**config.mk**
```make
export PLATFORM = sky130hd
export DESIGN_NAME = fdi_top
export DESIGN_NICKNAME = d
export VERILOG_FILES = /design/src/core/fdi_pkg.sv /design/src/core/fdi_fault_latch.sv /design/src/core/fdi_top.sv
export VERILOG_INCLUDE_DIRS = /design/src /design/src/core
export SDC_FILE = /design/constraint.sdc
export NUM_CORES = 1
export LEC_CHECK = 0
export BUFFER_PORTS_ARGS = -buffer_cell sky130_fd_sc_hd__buf_2
export CORE_MARGIN = 2
export CORE_UTILIZATION = 57
export DETAILED_ROUTE_END_ITERATION = 6
export HOLD_SLACK_MARGIN = 0.12
export PLACE_DENSITY_LB_ADDON = 0.25
export SLEW_MARGIN = 20
export SYNTH_ARGS = -nofsm -noshare
export SYNTH_HDL_FRONTEND = slang
export SYNTH_SLANG_ARGS = --single-unit
```
**constraint.sdc**
```tcl
create_clock -name pclk -period 2.7 [get_ports pclk]
set_input_delay 0.54 -clock pclk [delete_from_list [all_inputs] [get_ports pclk]]
set_output_delay 0.54 -clock pclk [all_outputs]
set_load 0.03 [all_outputs]
```
**src/core/fdi_consts.svh**
```systemverilog
// Constants of the fault diagnosis and group-fault lamp block.
// Assumes a 40 MHz APB clock and ten output channels in two groups of five.
`ifndef FDI_CONSTS_SVH
`define FDI_CONSTS_SVH
`define FDI_NCH 10
`define FDI_NGRP 2
`define FDI_GRP_SIZE 5
`define FDI_ADDR_W 8
// Register byte offsets.
`define FDI_OFS_PARAM 8'h00
`define FDI_OFS_ACK 8'h04
`define FDI_OFS_WB_STAT 8'h08
`define FDI_OFS_SG_STAT 8'h0C
`define FDI_OFS_MOD_STAT 8'h10
`define FDI_OFS_IRQ_STAT 8'h14
`define FDI_OFS_IRQ_MASK 8'h18
`define FDI_OFS_LAST_MSG 8'h1C
// PARAM fields.
`define FDI_PRM_WB_LSB 0
`define FDI_PRM_APP_LSB 12
`define FDI_PRM_REDUNDANT 16
`define FDI_PRM_LOADDIAG_LSB 20
`define FDI_APP_SAFETY 4'h5
`define FDI_APP_HIGH_AVAIL 4'h6
// ACK fields: channels in [9:0], groups in [21:20], module and passivation.
`define FDI_ACK_GRP_LSB 20
`define FDI_ACK_MOD 24
`define FDI_ACK_PASSIV 25
// Module fault bits.
`define FDI_MOD_NOPARAM 0
`define FDI_MOD_BADPARAM 1
`define FDI_MOD_INTSUPPLY 2
`define FDI_MOD_SHORTSUP 3
`define FDI_NMOD 4
// MOD_STAT extra fields.
`define FDI_MST_SUPLOCK 4
`define FDI_MST_PASSIV 5
`define FDI_MST_GRP_LSB 8
`define FDI_MST_LAMP_LSB 16
// IRQ bits.
`define FDI_IRQ_CHAN 0
`define FDI_IRQ_GRP 1
`define FDI_IRQ_MOD 2
`define FDI_NIRQ 3
// Lamp flash half period.
`define FDI_CLK_NS 25
`define FDI_FLASH_HALF_NS 250000000
`define FDI_FLASH_HALF_CYC (`FDI_FLASH_HALF_NS / `FDI_CLK_NS)
`endif

```
**src/core/fdi_pkg.sv**
```systemverilog
// Types shared by the fault diagnosis block.
// Assumes nothing beyond the constants header.
package fdi_pkg;
   typedef enum logic [1:0] {LAMP_DARK, LAMP_LIT, LAMP_FLASH} fdi_lamp_t;
   typedef enum logic [1:0] {SCOPE_NONE, SCOPE_CHAN, SCOPE_GRP, SCOPE_MOD} fdi_scope_t;
   typedef enum logic [3:0] {MSG_NONE, MSG_WIRE_BREAK, MSG_SHORT_GND, MSG_SHORT_SUP,
      MSG_PARAM_NONE, MSG_PARAM_BAD, MSG_INT_SUPPLY, MSG_LOAD_VOLT} fdi_msg_t;
endpackage

```
**src/core/fdi_fault_latch.sv**
```systemverilog
// Vector of fault latches: set on an evaluated fault, cleared by acknowledge once gone.
// Assumes raw, eval and ack come from logic on pclk.
`timescale 1ns/1ps
`default_nettype none
module fdi_fault_latch #(
   parameter int W = 10
) (
   // Clock and reset
   input wire logic pclk,
   input wire logic presetn,
   // Fault inputs
   input wire logic [W-1:0] raw,
   input wire logic [W-1:0] eval,
   input wire logic [W-1:0] ack,
   // State
   output logic [W-1:0] latched,
   output logic [W-1:0] present,
   output logic [W-1:0] waiting,
   output logic [W-1:0] rose
);
   logic [W-1:0] latched_r;
   logic [W-1:0] latched_nxt;
   logic [W-1:0] present_r;
   logic [W-1:0] present_nxt;

   // A fault is only judged while it can be evaluated; otherwise the last verdict holds.
   always_comb
   begin
      present_nxt = (eval & raw) | (~eval & present_r);
      latched_nxt = (eval & raw) | (latched_r & ~(ack & ~present_r));
   end

   always_ff @(posedge pclk or negedge presetn)
   begin
      if (!presetn)
      begin
         latched_r <= '0;
         present_r <= '0;
      end
      else
      begin
         latched_r <= latched_nxt;
         present_r <= present_nxt;
      end
   end

   assign latched = latched_r;
   assign present = present_r;
   assign waiting = latched_r & ~present_r;
   assign rose = latched_nxt & ~latched_r;
endmodule
`default_nettype wire

```
**src/core/fdi_top.sv**
```systemverilog
// Fault collection, scoping, latching and group-fault lamp, with an APB register file.
// Assumes fault sense pins are asynchronous; light_test comes from logic on pclk.
//
// The APB register port and the register addresses were left to the implementer.
`timescale 1ns/1ps
`default_nettype none
`include "fdi_consts.svh"
module fdi_top #(
   parameter int NCH = `FDI_NCH,
   parameter int FLASH_HALF_CYC = `FDI_FLASH_HALF_CYC
) (
   // APB
   input wire logic pclk,
   input wire logic presetn,
   input wire logic psel,
   input wire logic penable,
   input wire logic pwrite,
   input wire logic [`FDI_ADDR_W-1:0] paddr,
   input wire logic [31:0] pwdata,
   output logic [31:0] prdata,
   output logic pready,
   output logic pslverr,
   // Fault sensing pins
   input wire logic [NCH-1:0] out_on,
   input wire logic [NCH-1:0] wire_break_sense,
   input wire logic [NCH-1:0] short_gnd_sense,
   input wire logic short_sup_sense,
   input wire logic [`FDI_NGRP-1:0] load_volt_ok,
   input wire logic first_supply_input_ok,
   // Test sequencer
   input wire logic [NCH-1:0] light_test,
   // Indication
   output logic group_fault_lamp,
   output logic irq
);
   import fdi_pkg::*;

   localparam int NS = 3 * NCH + `FDI_NGRP + 2;
   localparam int CW = $clog2(FLASH_HALF_CYC + 1);

   function automatic logic [3:0] first_set(input logic [15:0] v);
      first_set = 4'h0;
      for (int i = 15; i >= 0; i--)
      begin
         if (v[i])
         begin
            first_set = 4'(i);
         end
      end
   endfunction

   // Pin synchronisers; the first stage feeds only the second.
   logic [NS-1:0] sync1_r;
   logic [NS-1:0] sync2_r;
   always_ff @(posedge pclk or negedge presetn)
   begin
      if (!presetn)
      begin
         // The supply and load-voltage bits idle at ok, so a reset raises no false fault.
         sync1_r <= {{(NS-`FDI_NGRP-1){1'b0}}, {(`FDI_NGRP+1){1'b1}}};
         sync2_r <= {{(NS-`FDI_NGRP-1){1'b0}}, {(`FDI_NGRP+1){1'b1}}};
      end
      else
      begin
         sync1_r <= {out_on, wire_break_sense, short_gnd_sense, short_sup_sense,
            load_volt_ok, first_supply_input_ok};
         sync2_r <= sync1_r;
      end
   end
   logic [NCH-1:0] s_out_on;
   logic [NCH-1:0] s_wb;
   logic [NCH-1:0] s_sg;
   logic s_ss;
   logic [`FDI_NGRP-1:0] s_load_ok;
   logic s_sup_ok;
   assign {s_out_on, s_wb, s_sg, s_ss, s_load_ok, s_sup_ok} = sync2_r;

   // Bus and register state.
   logic [31:0] param_r, param_nxt;
   logic loaded_r, loaded_nxt;
   logic [`FDI_NIRQ-1:0] irq_mask_r, irq_mask_nxt;
   logic [31:0] prdata_r, prdata_nxt;
   logic pready_r, pready_nxt;
   logic pslverr_r, pslverr_nxt;
   logic wr_take, rd_take;
   logic [31:0] rd_val;
   logic mapped;

   // Fault state.
   logic [NCH-1:0] wb_lat, wb_pres, wb_wait, wb_rose;
   logic [NCH-1:0] sg_lat, sg_pres, sg_wait, sg_rose;
   logic [`FDI_NGRP-1:0] gr_lat, gr_pres, gr_wait, gr_rose;
   logic [`FDI_NMOD-1:0] md_lat, md_pres, md_wait, md_rose, md_raw;
   logic [NCH-1:0] eval_out, wb_en, ack_ch;
   logic [`FDI_NGRP-1:0] ack_gr, load_en;
   logic [3:0] app;
   logic app_ok, redundant, ack_mod, ack_pass;
   logic sup_lock_r, sup_lock_nxt;
   logic passiv_r, passiv_nxt;
   logic [`FDI_NIRQ-1:0] irq_stat_r, irq_stat_nxt, irq_ev;
   logic [11:0] last_r, last_nxt;
   logic irq_r, irq_nxt;

   // Lamp state.
   fdi_lamp_t lamp_r, lamp_nxt;
   logic lamp_out_r, lamp_out_nxt;
   logic [CW-1:0] flash_cnt_r, flash_cnt_nxt;
   logic flash_tick;

   assign wr_take = psel && penable && pready_r && pwrite;
   assign rd_take = psel && penable && pready_r && !pwrite;
   assign app = param_r[`FDI_PRM_APP_LSB +: 4];
   assign app_ok = (app == `FDI_APP_SAFETY) || (app == `FDI_APP_HIGH_AVAIL);
   assign redundant = param_r[`FDI_PRM_REDUNDANT];
   assign wb_en = param_r[`FDI_PRM_WB_LSB +: NCH];
   assign load_en = param_r[`FDI_PRM_LOADDIAG_LSB +: `FDI_NGRP];
   assign eval_out = s_out_on | light_test;
   assign ack_ch = (wr_take && paddr == `FDI_OFS_ACK) ? pwdata[NCH-1:0] : '0;
   assign ack_gr = (wr_take && paddr == `FDI_OFS_ACK) ? pwdata[`FDI_ACK_GRP_LSB +: 2] : '0;
   assign ack_mod = wr_take && paddr == `FDI_OFS_ACK && pwdata[`FDI_ACK_MOD];
   assign ack_pass = wr_take && paddr == `FDI_OFS_ACK && pwdata[`FDI_ACK_PASSIV];

   always_comb
   begin
      md_raw = '0;
      md_raw[`FDI_MOD_NOPARAM] = !loaded_r;
      md_raw[`FDI_MOD_BADPARAM] = loaded_r && !app_ok;
      md_raw[`FDI_MOD_INTSUPPLY] = !s_sup_ok;
      // Only the redundant short to supply may be acknowledged away.
      md_raw[`FDI_MOD_SHORTSUP] = s_ss && redundant && app == `FDI_APP_SAFETY;
   end

   fdi_fault_latch #(.W(NCH)) u_wb (
      .pclk(pclk), .presetn(presetn),
      .raw(s_wb & {NCH{app_ok}}), .eval(eval_out & wb_en), .ack(ack_ch),
      .latched(wb_lat), .present(wb_pres), .waiting(wb_wait), .rose(wb_rose));
   fdi_fault_latch #(.W(NCH)) u_sg (
      .pclk(pclk), .presetn(presetn),
      .raw(s_sg & {NCH{app_ok}}), .eval(eval_out), .ack(ack_ch),
      .latched(sg_lat), .present(sg_pres), .waiting(sg_wait), .rose(sg_rose));
   fdi_fault_latch #(.W(`FDI_NGRP)) u_grp (
      .pclk(pclk), .presetn(presetn),
      .raw(~s_load_ok), .eval(load_en), .ack(ack_gr),
      .latched(gr_lat), .present(gr_pres), .waiting(gr_wait), .rose(gr_rose));
   fdi_fault_latch #(.W(`FDI_NMOD)) u_mod (
      .pclk(pclk), .presetn(presetn),
      .raw(md_raw), .eval({`FDI_NMOD{1'b1}}), .ack({`FDI_NMOD{ack_mod}}),
      .latched(md_lat), .present(md_pres), .waiting(md_wait), .rose(md_rose));

   // Fault bookkeeping: lock, passivation, interrupts and last message.
   always_comb
   begin
      sup_lock_nxt = sup_lock_r | (s_ss && !redundant && app == `FDI_APP_SAFETY);
      passiv_nxt = (|md_rose) || (sup_lock_nxt && !sup_lock_r)
         || (passiv_r && !(ack_pass && !(|md_pres) && !sup_lock_r));
      irq_ev = {(|md_rose) || (sup_lock_nxt && !sup_lock_r), |gr_rose, |(wb_rose | sg_rose)};
      // A read clears only the bits it returned; an event landing meanwhile survives.
      irq_stat_nxt = irq_ev | (irq_stat_r
         & ~((rd_take && paddr == `FDI_OFS_IRQ_STAT) ? prdata_r[`FDI_NIRQ-1:0] : '0));
      irq_nxt = |(irq_stat_nxt & irq_mask_nxt);
      last_nxt = last_r;
      // Module messages outrank group ones, which outrank channel ones.
      if (sup_lock_nxt && !sup_lock_r)
      begin
         last_nxt = {4'h0, 4'(MSG_SHORT_SUP), 2'(SCOPE_MOD), 2'h0};
      end
      else if (|md_rose)
      begin
         unique case (first_set(16'(md_rose)))
            4'h0: last_nxt = {4'h0, 4'(MSG_PARAM_NONE), 2'(SCOPE_MOD), 2'h0};
            4'h1: last_nxt = {4'h0, 4'(MSG_PARAM_BAD), 2'(SCOPE_MOD), 2'h0};
            4'h2: last_nxt = {4'h0, 4'(MSG_INT_SUPPLY), 2'(SCOPE_MOD), 2'h0};
            default: last_nxt = {4'h0, 4'(MSG_SHORT_SUP), 2'(SCOPE_MOD), 2'h0};
         endcase
      end
      else if (|gr_rose)
      begin
         last_nxt = {first_set(16'(gr_rose)), 4'(MSG_LOAD_VOLT), 2'(SCOPE_GRP), 2'h0};
      end
      else if (|sg_rose)
      begin
         last_nxt = {first_set(16'(sg_rose)), 4'(MSG_SHORT_GND), 2'(SCOPE_CHAN), 2'h0};
      end
      else if (|wb_rose)
      begin
         last_nxt = {first_set(16'(wb_rose)), 4'(MSG_WIRE_BREAK), 2'(SCOPE_CHAN), 2'h0};
      end
   end

   always_ff @(posedge pclk or negedge presetn)
   begin
      if (!presetn)
      begin
         sup_lock_r <= 1'b0;
         passiv_r <= 1'b0;
         irq_stat_r <= '0;
         irq_r <= 1'b0;
         last_r <= 12'h000;
      end
      else
      begin
         sup_lock_r <= sup_lock_nxt;
         passiv_r <= passiv_nxt;
         irq_stat_r <= irq_stat_nxt;
         irq_r <= irq_nxt;
         last_r <= last_nxt;
      end
   end

   // Lamp: lit on any standing fault, otherwise flashing while anything awaits acknowledge.
   always_comb
   begin
      flash_tick = (flash_cnt_r == CW'(FLASH_HALF_CYC - 1));
      flash_cnt_nxt = flash_tick ? '0 : flash_cnt_r + CW'(1);
      if ((|wb_pres) || (|sg_pres) || (|gr_pres) || (|md_pres) || sup_lock_r)
      begin
         lamp_nxt = LAMP_LIT;
      end
      else if ((|wb_wait) || (|sg_wait) || (|gr_wait) || (|md_wait) || passiv_r)
      begin
         lamp_nxt = LAMP_FLASH;
      end
      else
      begin
         lamp_nxt = LAMP_DARK;
      end
      unique case (lamp_nxt)
         LAMP_LIT: lamp_out_nxt = 1'b1;
         LAMP_FLASH: lamp_out_nxt = flash_tick ? !lamp_out_r : lamp_out_r;
         LAMP_DARK: lamp_out_nxt = 1'b0;
      endcase
   end

   always_ff @(posedge pclk or negedge presetn)
   begin
      if (!presetn)
      begin
         lamp_r <= LAMP_DARK;
         lamp_out_r <= 1'b0;
         flash_cnt_r <= '0;
      end
      else
      begin
         lamp_r <= lamp_nxt;
         lamp_out_r <= lamp_out_nxt;
         flash_cnt_r <= flash_cnt_nxt;
      end
   end

   // APB slave: one wait-free access phase, answer prepared in the setup cycle.
   always_comb
   begin
      mapped = 1'b1;
      rd_val = 32'h0000_0000;
      unique case (paddr)
         `FDI_OFS_PARAM: rd_val = param_r;
         `FDI_OFS_ACK: rd_val = 32'h0000_0000;
         `FDI_OFS_WB_STAT: rd_val = 32'(wb_lat);
         `FDI_OFS_SG_STAT: rd_val = 32'(sg_lat);
         `FDI_OFS_MOD_STAT: rd_val = 32'(md_lat) | (32'(sup_lock_r) << `FDI_MST_SUPLOCK)
            | (32'(passiv_r) << `FDI_MST_PASSIV) | (32'(gr_lat) << `FDI_MST_GRP_LSB)
            | (32'(lamp_r) << `FDI_MST_LAMP_LSB);
         `FDI_OFS_IRQ_STAT: rd_val = 32'(irq_stat_r);
         `FDI_OFS_IRQ_MASK: rd_val = 32'(irq_mask_r);
         `FDI_OFS_LAST_MSG: rd_val = 32'(last_r);
         default: mapped = 1'b0;
      endcase
      pready_nxt = psel && !penable;
      prdata_nxt = (psel && !penable && !pwrite) ? rd_val : prdata_r;
      pslverr_nxt = psel && !penable && !mapped;
      param_nxt = (wr_take && paddr == `FDI_OFS_PARAM) ? pwdata : param_r;
      loaded_nxt = loaded_r || (wr_take && paddr == `FDI_OFS_PARAM);
      irq_mask_nxt = (wr_take && paddr == `FDI_OFS_IRQ_MASK) ? pwdata[`FDI_NIRQ-1:0]
         : irq_mask_r;
   end

   always_ff @(posedge pclk or negedge presetn)
   begin
      if (!presetn)
      begin
         param_r <= 32'h0000_0000;
         loaded_r <= 1'b0;
         irq_mask_r <= '0;
         prdata_r <= 32'h0000_0000;
         pready_r <= 1'b0;
         pslverr_r <= 1'b0;
      end
      else
      begin
         param_r <= param_nxt;
         loaded_r <= loaded_nxt;
         irq_mask_r <= irq_mask_nxt;
         prdata_r <= prdata_nxt;
         pready_r <= pready_nxt;
         pslverr_r <= pslverr_nxt;
      end
   end

   assign prdata = prdata_r;
   assign pready = pready_r;
   assign pslverr = pslverr_r;
   assign group_fault_lamp = lamp_out_r;
   assign irq = irq_r;
endmodule
`default_nettype wire

```
==> summary.md, run 1 <==
| Metric | Value |
|---|---|
| IO Port Bufs | 124 |
| Die span in x | 133 um |
| Worst R2R Setup Slack | 0.45 ns |
| 1st-iter DRT viols | 575 |
| # diodes | 0 |
| Clock latency on the worst-skew pair | 0.51 ns |
| TritonCTS clock tree | built |
| H-Tree Depth | 1 |
| Top cell by count, worst path | a2111oi_0 |
| Crit-path cells | nor2b_1 -> a2111oi_0 -> nand4_1 -> a2111oi_0 -> buf_4 -> o21bai_1 |
| Power density over the cells | 622 nW/um^2 |
| EDFF count, synth | 0 |
| Fin Setup TNS | 0 ns |
| RSZ-0062 raised after global routing | false |
| First-pass GRT wire length | 37,600 um |
| Fin. max-slew vios | 0 |
| Post-synth top area cell | dfrtp_1 |
| Minimum clock period | 2.25 ns |
| Synth area leaders | dfrtp_1 (60%), o21ai_0 (4.8%), nand2_1 (3.6%) |
| Ys Warns | 0 |
| Worst Path Buf+Inv | 1 |
| Initial antenna violation count | 0 |
| Headroom to the max-slew limit | 49.5% |
| HP Class | in2reg |
| Syn_nets | 915 |
| Netlist cell types | 79 |
| Num CTS Buffers | 24 |
| Top delay family on crit path | compound AO/OA/AOI/OAI gates |
| Worst clock skew | 0.00944 ns |
| Vias in the first global route | 7,166 |
| Die area | 17,700 sq um |
| Critical path arrival | 2.64 ns |
| Total gr overflow | 0 |
| First-pass iteration count of the detailed router | 5 |
| Final hold viol count | 0 |
| Core area | 16,500 sq um |
| Sink Count | 232 |
| FFs w/ async S/R, synth | 100% |
| Postcts setup bufs | 0 |
| Critical path endpoint category | flop |
| Endpoints failing setup | 0 |
| CP startpoint kind | flop |
| Fillers | 1,213 |
| Vias/cell | 5.81 |
| Max incr delay on CP | 0.63 ns |
| Dominant synthesized flop cell | dfrtp_1 |
| Largest net degree at the start of global routing | 85 |
| Area Overhead vs Synth | 21.7% |
| Fin area | 11,600 sq um |
| DP Wirelength | 16,500 um |
| Worst EP required | 3.09 ns |
| Maxcap violations | 0 |
| Outcome | finished clean |
| Post-route clock period utilization | 83.2% |
| Placed instance area | 10,500 sq um |
| Area share of the largest cell type after synthesis | 59.5% |
| Sequential area share after synthesis | 61.2% |
| DRC viols | 0 |
| DRT antenna net count | 0 |
| Post-synthesis cell area | 9500 sq um |
| Fmax | 445 MHz |
| Via count | 7,181 |
| Post-synthesis area per instance | 11.5 sq um |
| Pleak | 5.51 nW |
| VDD IR max | 0.640 mV |
| Worst-path clk slew | 0.06 ns |
| DIE HEIGHT | 133 um |
| CTS max path bufs | 3 |
| Drt total wl | 23,100 um |
| CP Class | reg2reg |
| Final nets | 1,089 |
| Clk Tree Root Cell | clkbuf_16 |
| Drt wl/cell | 18.7 um |
| Worst Path Max Fanout | 5 |
| Gpl congestion | 0.907 |
| Post-Syn Instances | 825 |
| Gr usage total | 26.8% |
| Number of top-level pins | 125 |
| Slew @ Worst Pin | 0.750 ns |
| Critical path's slowest cell | a2111oi_0 |
| # rows | 47 |
| Register bit count reported by yosys | 232 |
| Fraction of layout cells with a size suffix above 1 | 23.9% |
| Initial core utilization | 57.7% |
==> synth_stat cells (3+ instances only) <==
master	count
xor2_1	9
nor3b_1	3
nor2b_1	7
or4_1	3
mux2_2	19
mux2i_1	4
a211oi_1	4
buf_2	8
o211ai_1	3
nor2_1	56
nand2b_1	8
a22oi_1	5
clkbuf_1	14
o21ai_0	91
a21oi_1	9
a222oi_1	5
o211ai_2	4
nand2_1	92
o21ai_2	3
and4_1	4
a211o_1	3
nor3_1	7
o21ai_1	3
dfrtp_1	226
a22o_1	28
xnor2_1	13
mux2_1	20
o22ai_1	11
nand3_1	23
and3_1	10
inv_1	35
o32ai_1	7
or3_1	4
nor4_1	9
nand4_1	10
dfstp_2	6
and2_1	3
==> timing repair <==
item | CTS | global route
gates resized for setup | 0 | 0
hold buffers | 13 | 8
setup endpoints to repair | 0 | 0
hold endpoints to repair | 84 | 8
==> through the flow <==
| stage | cells | util (%) | setup WS, ns | hold slack (ns) | total power, W |
|---|---|---|---|---|---|
| 2_1_floorplan | 825 | - | 0.553 | 0.244 | 0.00370 |
| 3_3_place_gp | 1172 | 64.0 | 0.327 | 0.331 | 0.00390 |
| 3_5_place_dp | 1172 | 64.0 | 0.257 | 0.335 | 0.00391 |
| 4_1_cts | 1227 | 69.8 | 0.502 | 0.120 | 0.00725 |
| 5_1_grt | 1235 | 70.2 | 0.318 | 0.120 | 0.00745 |
| 6_report | 1235 | 70.2 | 0.453 | 0.137 | 0.00719 |
==> metal layers <==
layer	part of all wire [%]	vias up	track usage (%)	routed length, um
li1	-	3331	-	-
met1	44	3535	38.5	10200
met2	47	268	42.9	10900
met3	6.4	47	4.95	1480
met4	2.1	0	6.86	493
met5	0	-	0	0
==> flip-flops by register name, indices dropped and copies added, names as in the netlist, named ones only <==
register / flops
group_fault_lamp: 1
sync1_r: 34
sync2_r: 34
irq_mask_r: 3
irq: 1
irq_stat_r: 3
last_r: 9
lamp_r: 2
prdata: 32
u_grp.latched: 2
pready: 1
u_sg.latched: 10
loaded_r: 1
u_wb.latched: 10
u_mod.latched: 4
passiv_r: 1
pslverr: 1
param_r: 32
u_mod.present: 4
flash_cnt_r: 24
sup_lock_r: 1
==> where the power goes <==
| group | switching (W) | total [W] | internal, W | leakage, nW |
|---|---|---|---|---|
| clock network | 0.00132 | 0.00333 | 0.00201 | 0.399 |
| registers | 0.0000310 | 0.00357 | 0.00354 | 2.97 |
| logic | 0.000176 | 0.000293 | 0.000118 | 2.14 |
| total | 0.00152 | 0.00719 | 0.00567 | 5.51 |
==> cell type report <==
type	count	area, sq um	area share [%]
Sequential cell	232	5810	50.3
Clock inverter	10	109	0.941
Multi-Input combinational cell	534	3450	29.9
Inverter	35	131	1.14
Tap cell	220	275	2.38
Timing Repair Buffer	172	1080	9.35
Clock buffer	32	702	6.07
==> path summary, 6_finish.rpt <==
path	startpoint	to	cells after the start
worst max register to register	u_mod.latched[3]	group_fault_lamp	6
worst min register to register	sync1_r[31]	sync2_r[31]	0
min in group asynchronous	presetn	prdata[20]	2
worst max-delay path	u_mod.latched[3]	group_fault_lamp	6
max in group asynchronous	presetn	flash_cnt_r[0]	3
worst min-delay path	short_sup_sense	sync1_r[3]	1
==> cell usage in the layout, fill, tap and decap left out, types with 19 or more instances in the layout <==
cell	instances
buf_2	123
mux2_1	20
mux2_2	19
dfrtp_1	226
dlygate4sd3_1	21
nor2_1	56
o21ai_0	91
a22o_1	28
clkbuf_16	25
nand3_1	23
buf_4	24
inv_1	35
nand2_1	92
==> cell families after synthesis <==
group                      Yosys count  synth area share, %
AOI/OAI and AO/OA                  209                 15.5
buffers and inverters               59                 2.48
DFF                                232                 61.2
xor gates and xnor gates            22                 2.03
adders and majority gates            1                0.132
and+or+nand+nor                    258                 13.4
muxes                               44                 5.28
(Power assumes the default switching activity.)
==> inputs of run 2 (changes only) <==
ABC_AREA = 1   (was unset)
CORE_UTILIZATION = 52   (was 57)
clock period = 1.81 ns   (was 2.7 ns; I/O delays follow)
==> run 2 against run 1 <==
The run now ends with setup timing left. Core utilization rose by 4.0 points. Synthesized area rose by 1.7%. Highest routed layer unchanged. Final cell count rose by 28%. Largest power group is now the clock network. Synthesized cell count rose by 26%. Combinational power rose by 76%. Non-clock buffer count rose by 122. Largest cell class unchanged. Clock skew rose by 0.0022 ns. Sequential share of layout area fell by 6.9 points. Wire length rose by 18%. Power rose by 56%. Fmax rose by 11%.
==> summary.md, run 2 <==
| Metric | Value |
|---|---|
| Post-Syn Instances | 1,038 |
| Hold endpoint | param_r[14] |
| DRT antenna net count | 0 |
| Critical path arrival | 2.43 ns |
| Via count | 8,452 |
| Initial core utilization | 53.4% |
| Endpoints failing setup | 29 |
| Most frequent cells in the layout | dfrtp_1 (224), nand2_1 (184), inv_1 (168), buf_2 (123), buf_4 (96) |
| Power density over the cells | 838 nW/um^2 |
| Die area | 19,700 sq um |
| Sequential area share after synthesis | 60.2% |
| Worst clock skew | 0.0116 ns |
| Netlist cell types | 51 |
| Drt wl/cell | 17.1 um |
| Maxcap violations | 0 |
| TritonCTS clock tree | built |
| Dpl ws | -0.297 ns |
| Fraction of layout cells with a size suffix above 1 | 30.5% |
| Worst-path clk slew | 0.06 ns |
| Pleak | 6.79 nW |
| # diodes | 0 |
| Num CTS Buffers | 24 |
| Number of top-level pins | 125 |
| Post-synthesis area per instance | 9.31 sq um |
| First-pass GRT wire length | 42,100 um |
| RSZ-0062 raised after global routing | true |
| Synth area leaders | dfrtp_1 (59%), nand2_1 (7.8%), inv_1 (6.5%) |
| H-Tree Depth | 1 |
| Critical R2R Launch | param_r[12] |
| Initial antenna violation count | 0 |
| CP Class | reg2reg |
| Largest net degree at the start of global routing | 54 |
| 1st-iter DRT viols | 719 |
| Worst EP required | 2.22 ns |
| # rows | 49 |
| DRC viols | 0 |
| First-pass iteration count of the detailed router | 5 |
| Slew @ Worst Pin | 0.550 ns |
| Final nets | 1,428 |
| Critical path's slowest cell | dfrtp_1 |
| Dominant synthesized flop cell | dfrtp_1 |
| Total gr overflow | 0 |
| Syn_nets | 1,128 |
| Post-route clock period utilization | 111% |
| Hold WS | 0.133 ns |
| Core area | 18,100 sq um |
| Top delay family on crit path | simple AND/OR/NAND/NOR gates |
| CTS max path bufs | 3 |
| Worst Path Max Fanout | 6 |
| Worst Path Buf+Inv | 3 |
| Worst R2R Setup Slack | -0.21 ns |
| Fmax | 496 MHz |
| Gpl congestion | 0.961 |
| Area Overhead vs Synth | 38.9% |
| Post-synthesis cell area | 9660 sq um |
| Area share of the largest cell type after synthesis | 58.5% |
| Most frequent cell after synthesis | dfrtp_1 |
| RR Endpoint | last_r[8] |
| Gr usage total | 26.9% |
| Vias in the first global route | 8,274 |
| HP Class | in2reg |
| Crit-path cells | inv_2 -> nand2_2 -> nand2_4 -> nand2_8 -> buf_8 -> buf_12 -> nor2_4 -> nand2_2 -> nand2_2 -> nor2_4 -> nand2_2 -> nor2_4 -> nand3_4 -> nand2_2 -> nor2_2 -> nand3_1 -> nand2_1 |
| Ys Warns | 0 |
| Final hold viol count | 0 |
| VDD IR max | 0.713 mV |
| IO Port Bufs | 124 |
| Die span in x | 140 um |
| Headroom to the max-slew limit | 63.1% |
| Most common cell after layout, fill and taps aside | dfrtp_1 |
| DP Wirelength | 18,200 um |
| Top flop regs | sync1_r (34), sync2_r (34) |
| Commonest cells in the netlist | dfrtp_1 (226), nand2_1 (202), inv_1 (168) |
| Max incr delay on CP | 0.40 ns |
| Worst R2R Path Depth | 17 |
| Minimum clock period | 2.02 ns |
| Clock latency on the worst-skew pair | 0.52 ns |
| Critical path endpoint category | flop |
| Vias/cell | 5.33 |
| Drt total wl | 27,200 um |
| Hold path start | pwdata[14] |
| Fin Setup TNS | -1.91 ns |
| Outcome | complete, but fails checks |
| Fillers | 1,254 |
| EDFF count, synth | 0 |
| Hold Crit Depth | 3 |
| CP startpoint kind | flop |
| Clk Tree Root Cell | clkbuf_16 |
| Register bit count reported by yosys | 232 |
| Final Worst Setup Slack | -0.207 ns |
| DIE HEIGHT | 140 um |
| FFs w/ async S/R, synth | 100% |
| Sink Count | 232 |
| Violations in the final reports | setup timing |
| Post-synth top area cell | dfrtp_1 |
| Top cell by count, worst path | nand2_2 |
| Fin. max-slew vios | 0 |
-- run 2: tightest hold or removal path, stage by stage --
cell and delay, ns:
buf_2 0.11, nor2_1 0.09, a21oi_1 0.05
-- run 2: how the worst max path moves through the flow --
| stage | slack [ns] | end | cells past startpoint | from |
|---|---|---|---|---|
| 2_1_floorplan | 0.07 | last_r[8] | 15 | light_test[0] |
| 3_3_place_gp | -0.28 | last_r[8] | 13 | param_r[15] |
| 3_5_place_dp | -0.30 | irq | 11 | paddr[5] |
| 4_1_cts | -0.15 | last_r[8] | 17 | param_r[13] |
| 5_1_grt | -0.30 | last_r[8] | 17 | param_r[13] |
| 6_report | -0.21 | last_r[8] | 17 | param_r[12] |
-- run 2: repair_timing --
item,4_1_cts,5_1_grt
pin swaps,24,46
gates resized for setup,41,85
endpoints found under the hold margin,95,0
gates cloned,1,0
setup endpoints to repair,32,36
setup buffers,8,16
hold buffers,53,0
-- run 2: cell families after synthesis --
logic type      after synthesis  share of synthesized area (%)
flops                       232                           60.2
compound gates              194                           11.6
buf+inv                     196                           7.73
xor+xnor                      6                          0.544
simple gates                402                           19.0
fa+ha+maj                     1                          0.129
mux                           7                          0.816
-- run 2: per-layer routing --
| metal | wire, um | vias to the layer above | global-route usage (%) |
|---|---|---|---|
| met2 | 12800 | 358 | 43.4 |
| met1 | 11300 | 4044 | 37.2 |
| li1 | - | 3980 | - |
| met3 | 2250 | 70 | 5.88 |
| met5 | 0 | - | 0 |
| met4 | 768 | 0 | 7.76 |
-- run 2: final cells by class --
type / count / area [sq um] / share of cell area [%]
flip-flops and latches: 232 / 5820 / 43.3
multi-input cells: 610 / 3540 / 26.4
repair buffers: 294 / 2230 / 16.6
clock buffers: 34 / 729 / 5.44
inverters: 176 / 671 / 5.00
well taps: 229 / 287 / 2.14
clock inverters: 10 / 153 / 1.14
-- run 2: power by group --
| part | total, W | switching [W] | leakage, nW | internal, W |
|---|---|---|---|---|
| registers | 0.00535 | 0.0000503 | 2.76 | 0.00530 |
| logic | 0.000517 | 0.000287 | 3.59 | 0.000230 |
| clock network | 0.00538 | 0.00201 | 0.437 | 0.00337 |
-- run 2: stage by stage --
step                cells  util, %  power [W]  instance area [sq um]
global route         1585     74.2     0.0116                  13400
CTS                  1571     71.9     0.0113                  13000
finish               1585     74.2     0.0112                  13400
detailed placement   1465     62.7    0.00586                  11300
floorplan            1038        -    0.00554                   9660
global placement     1465     62.7    0.00586                  11300
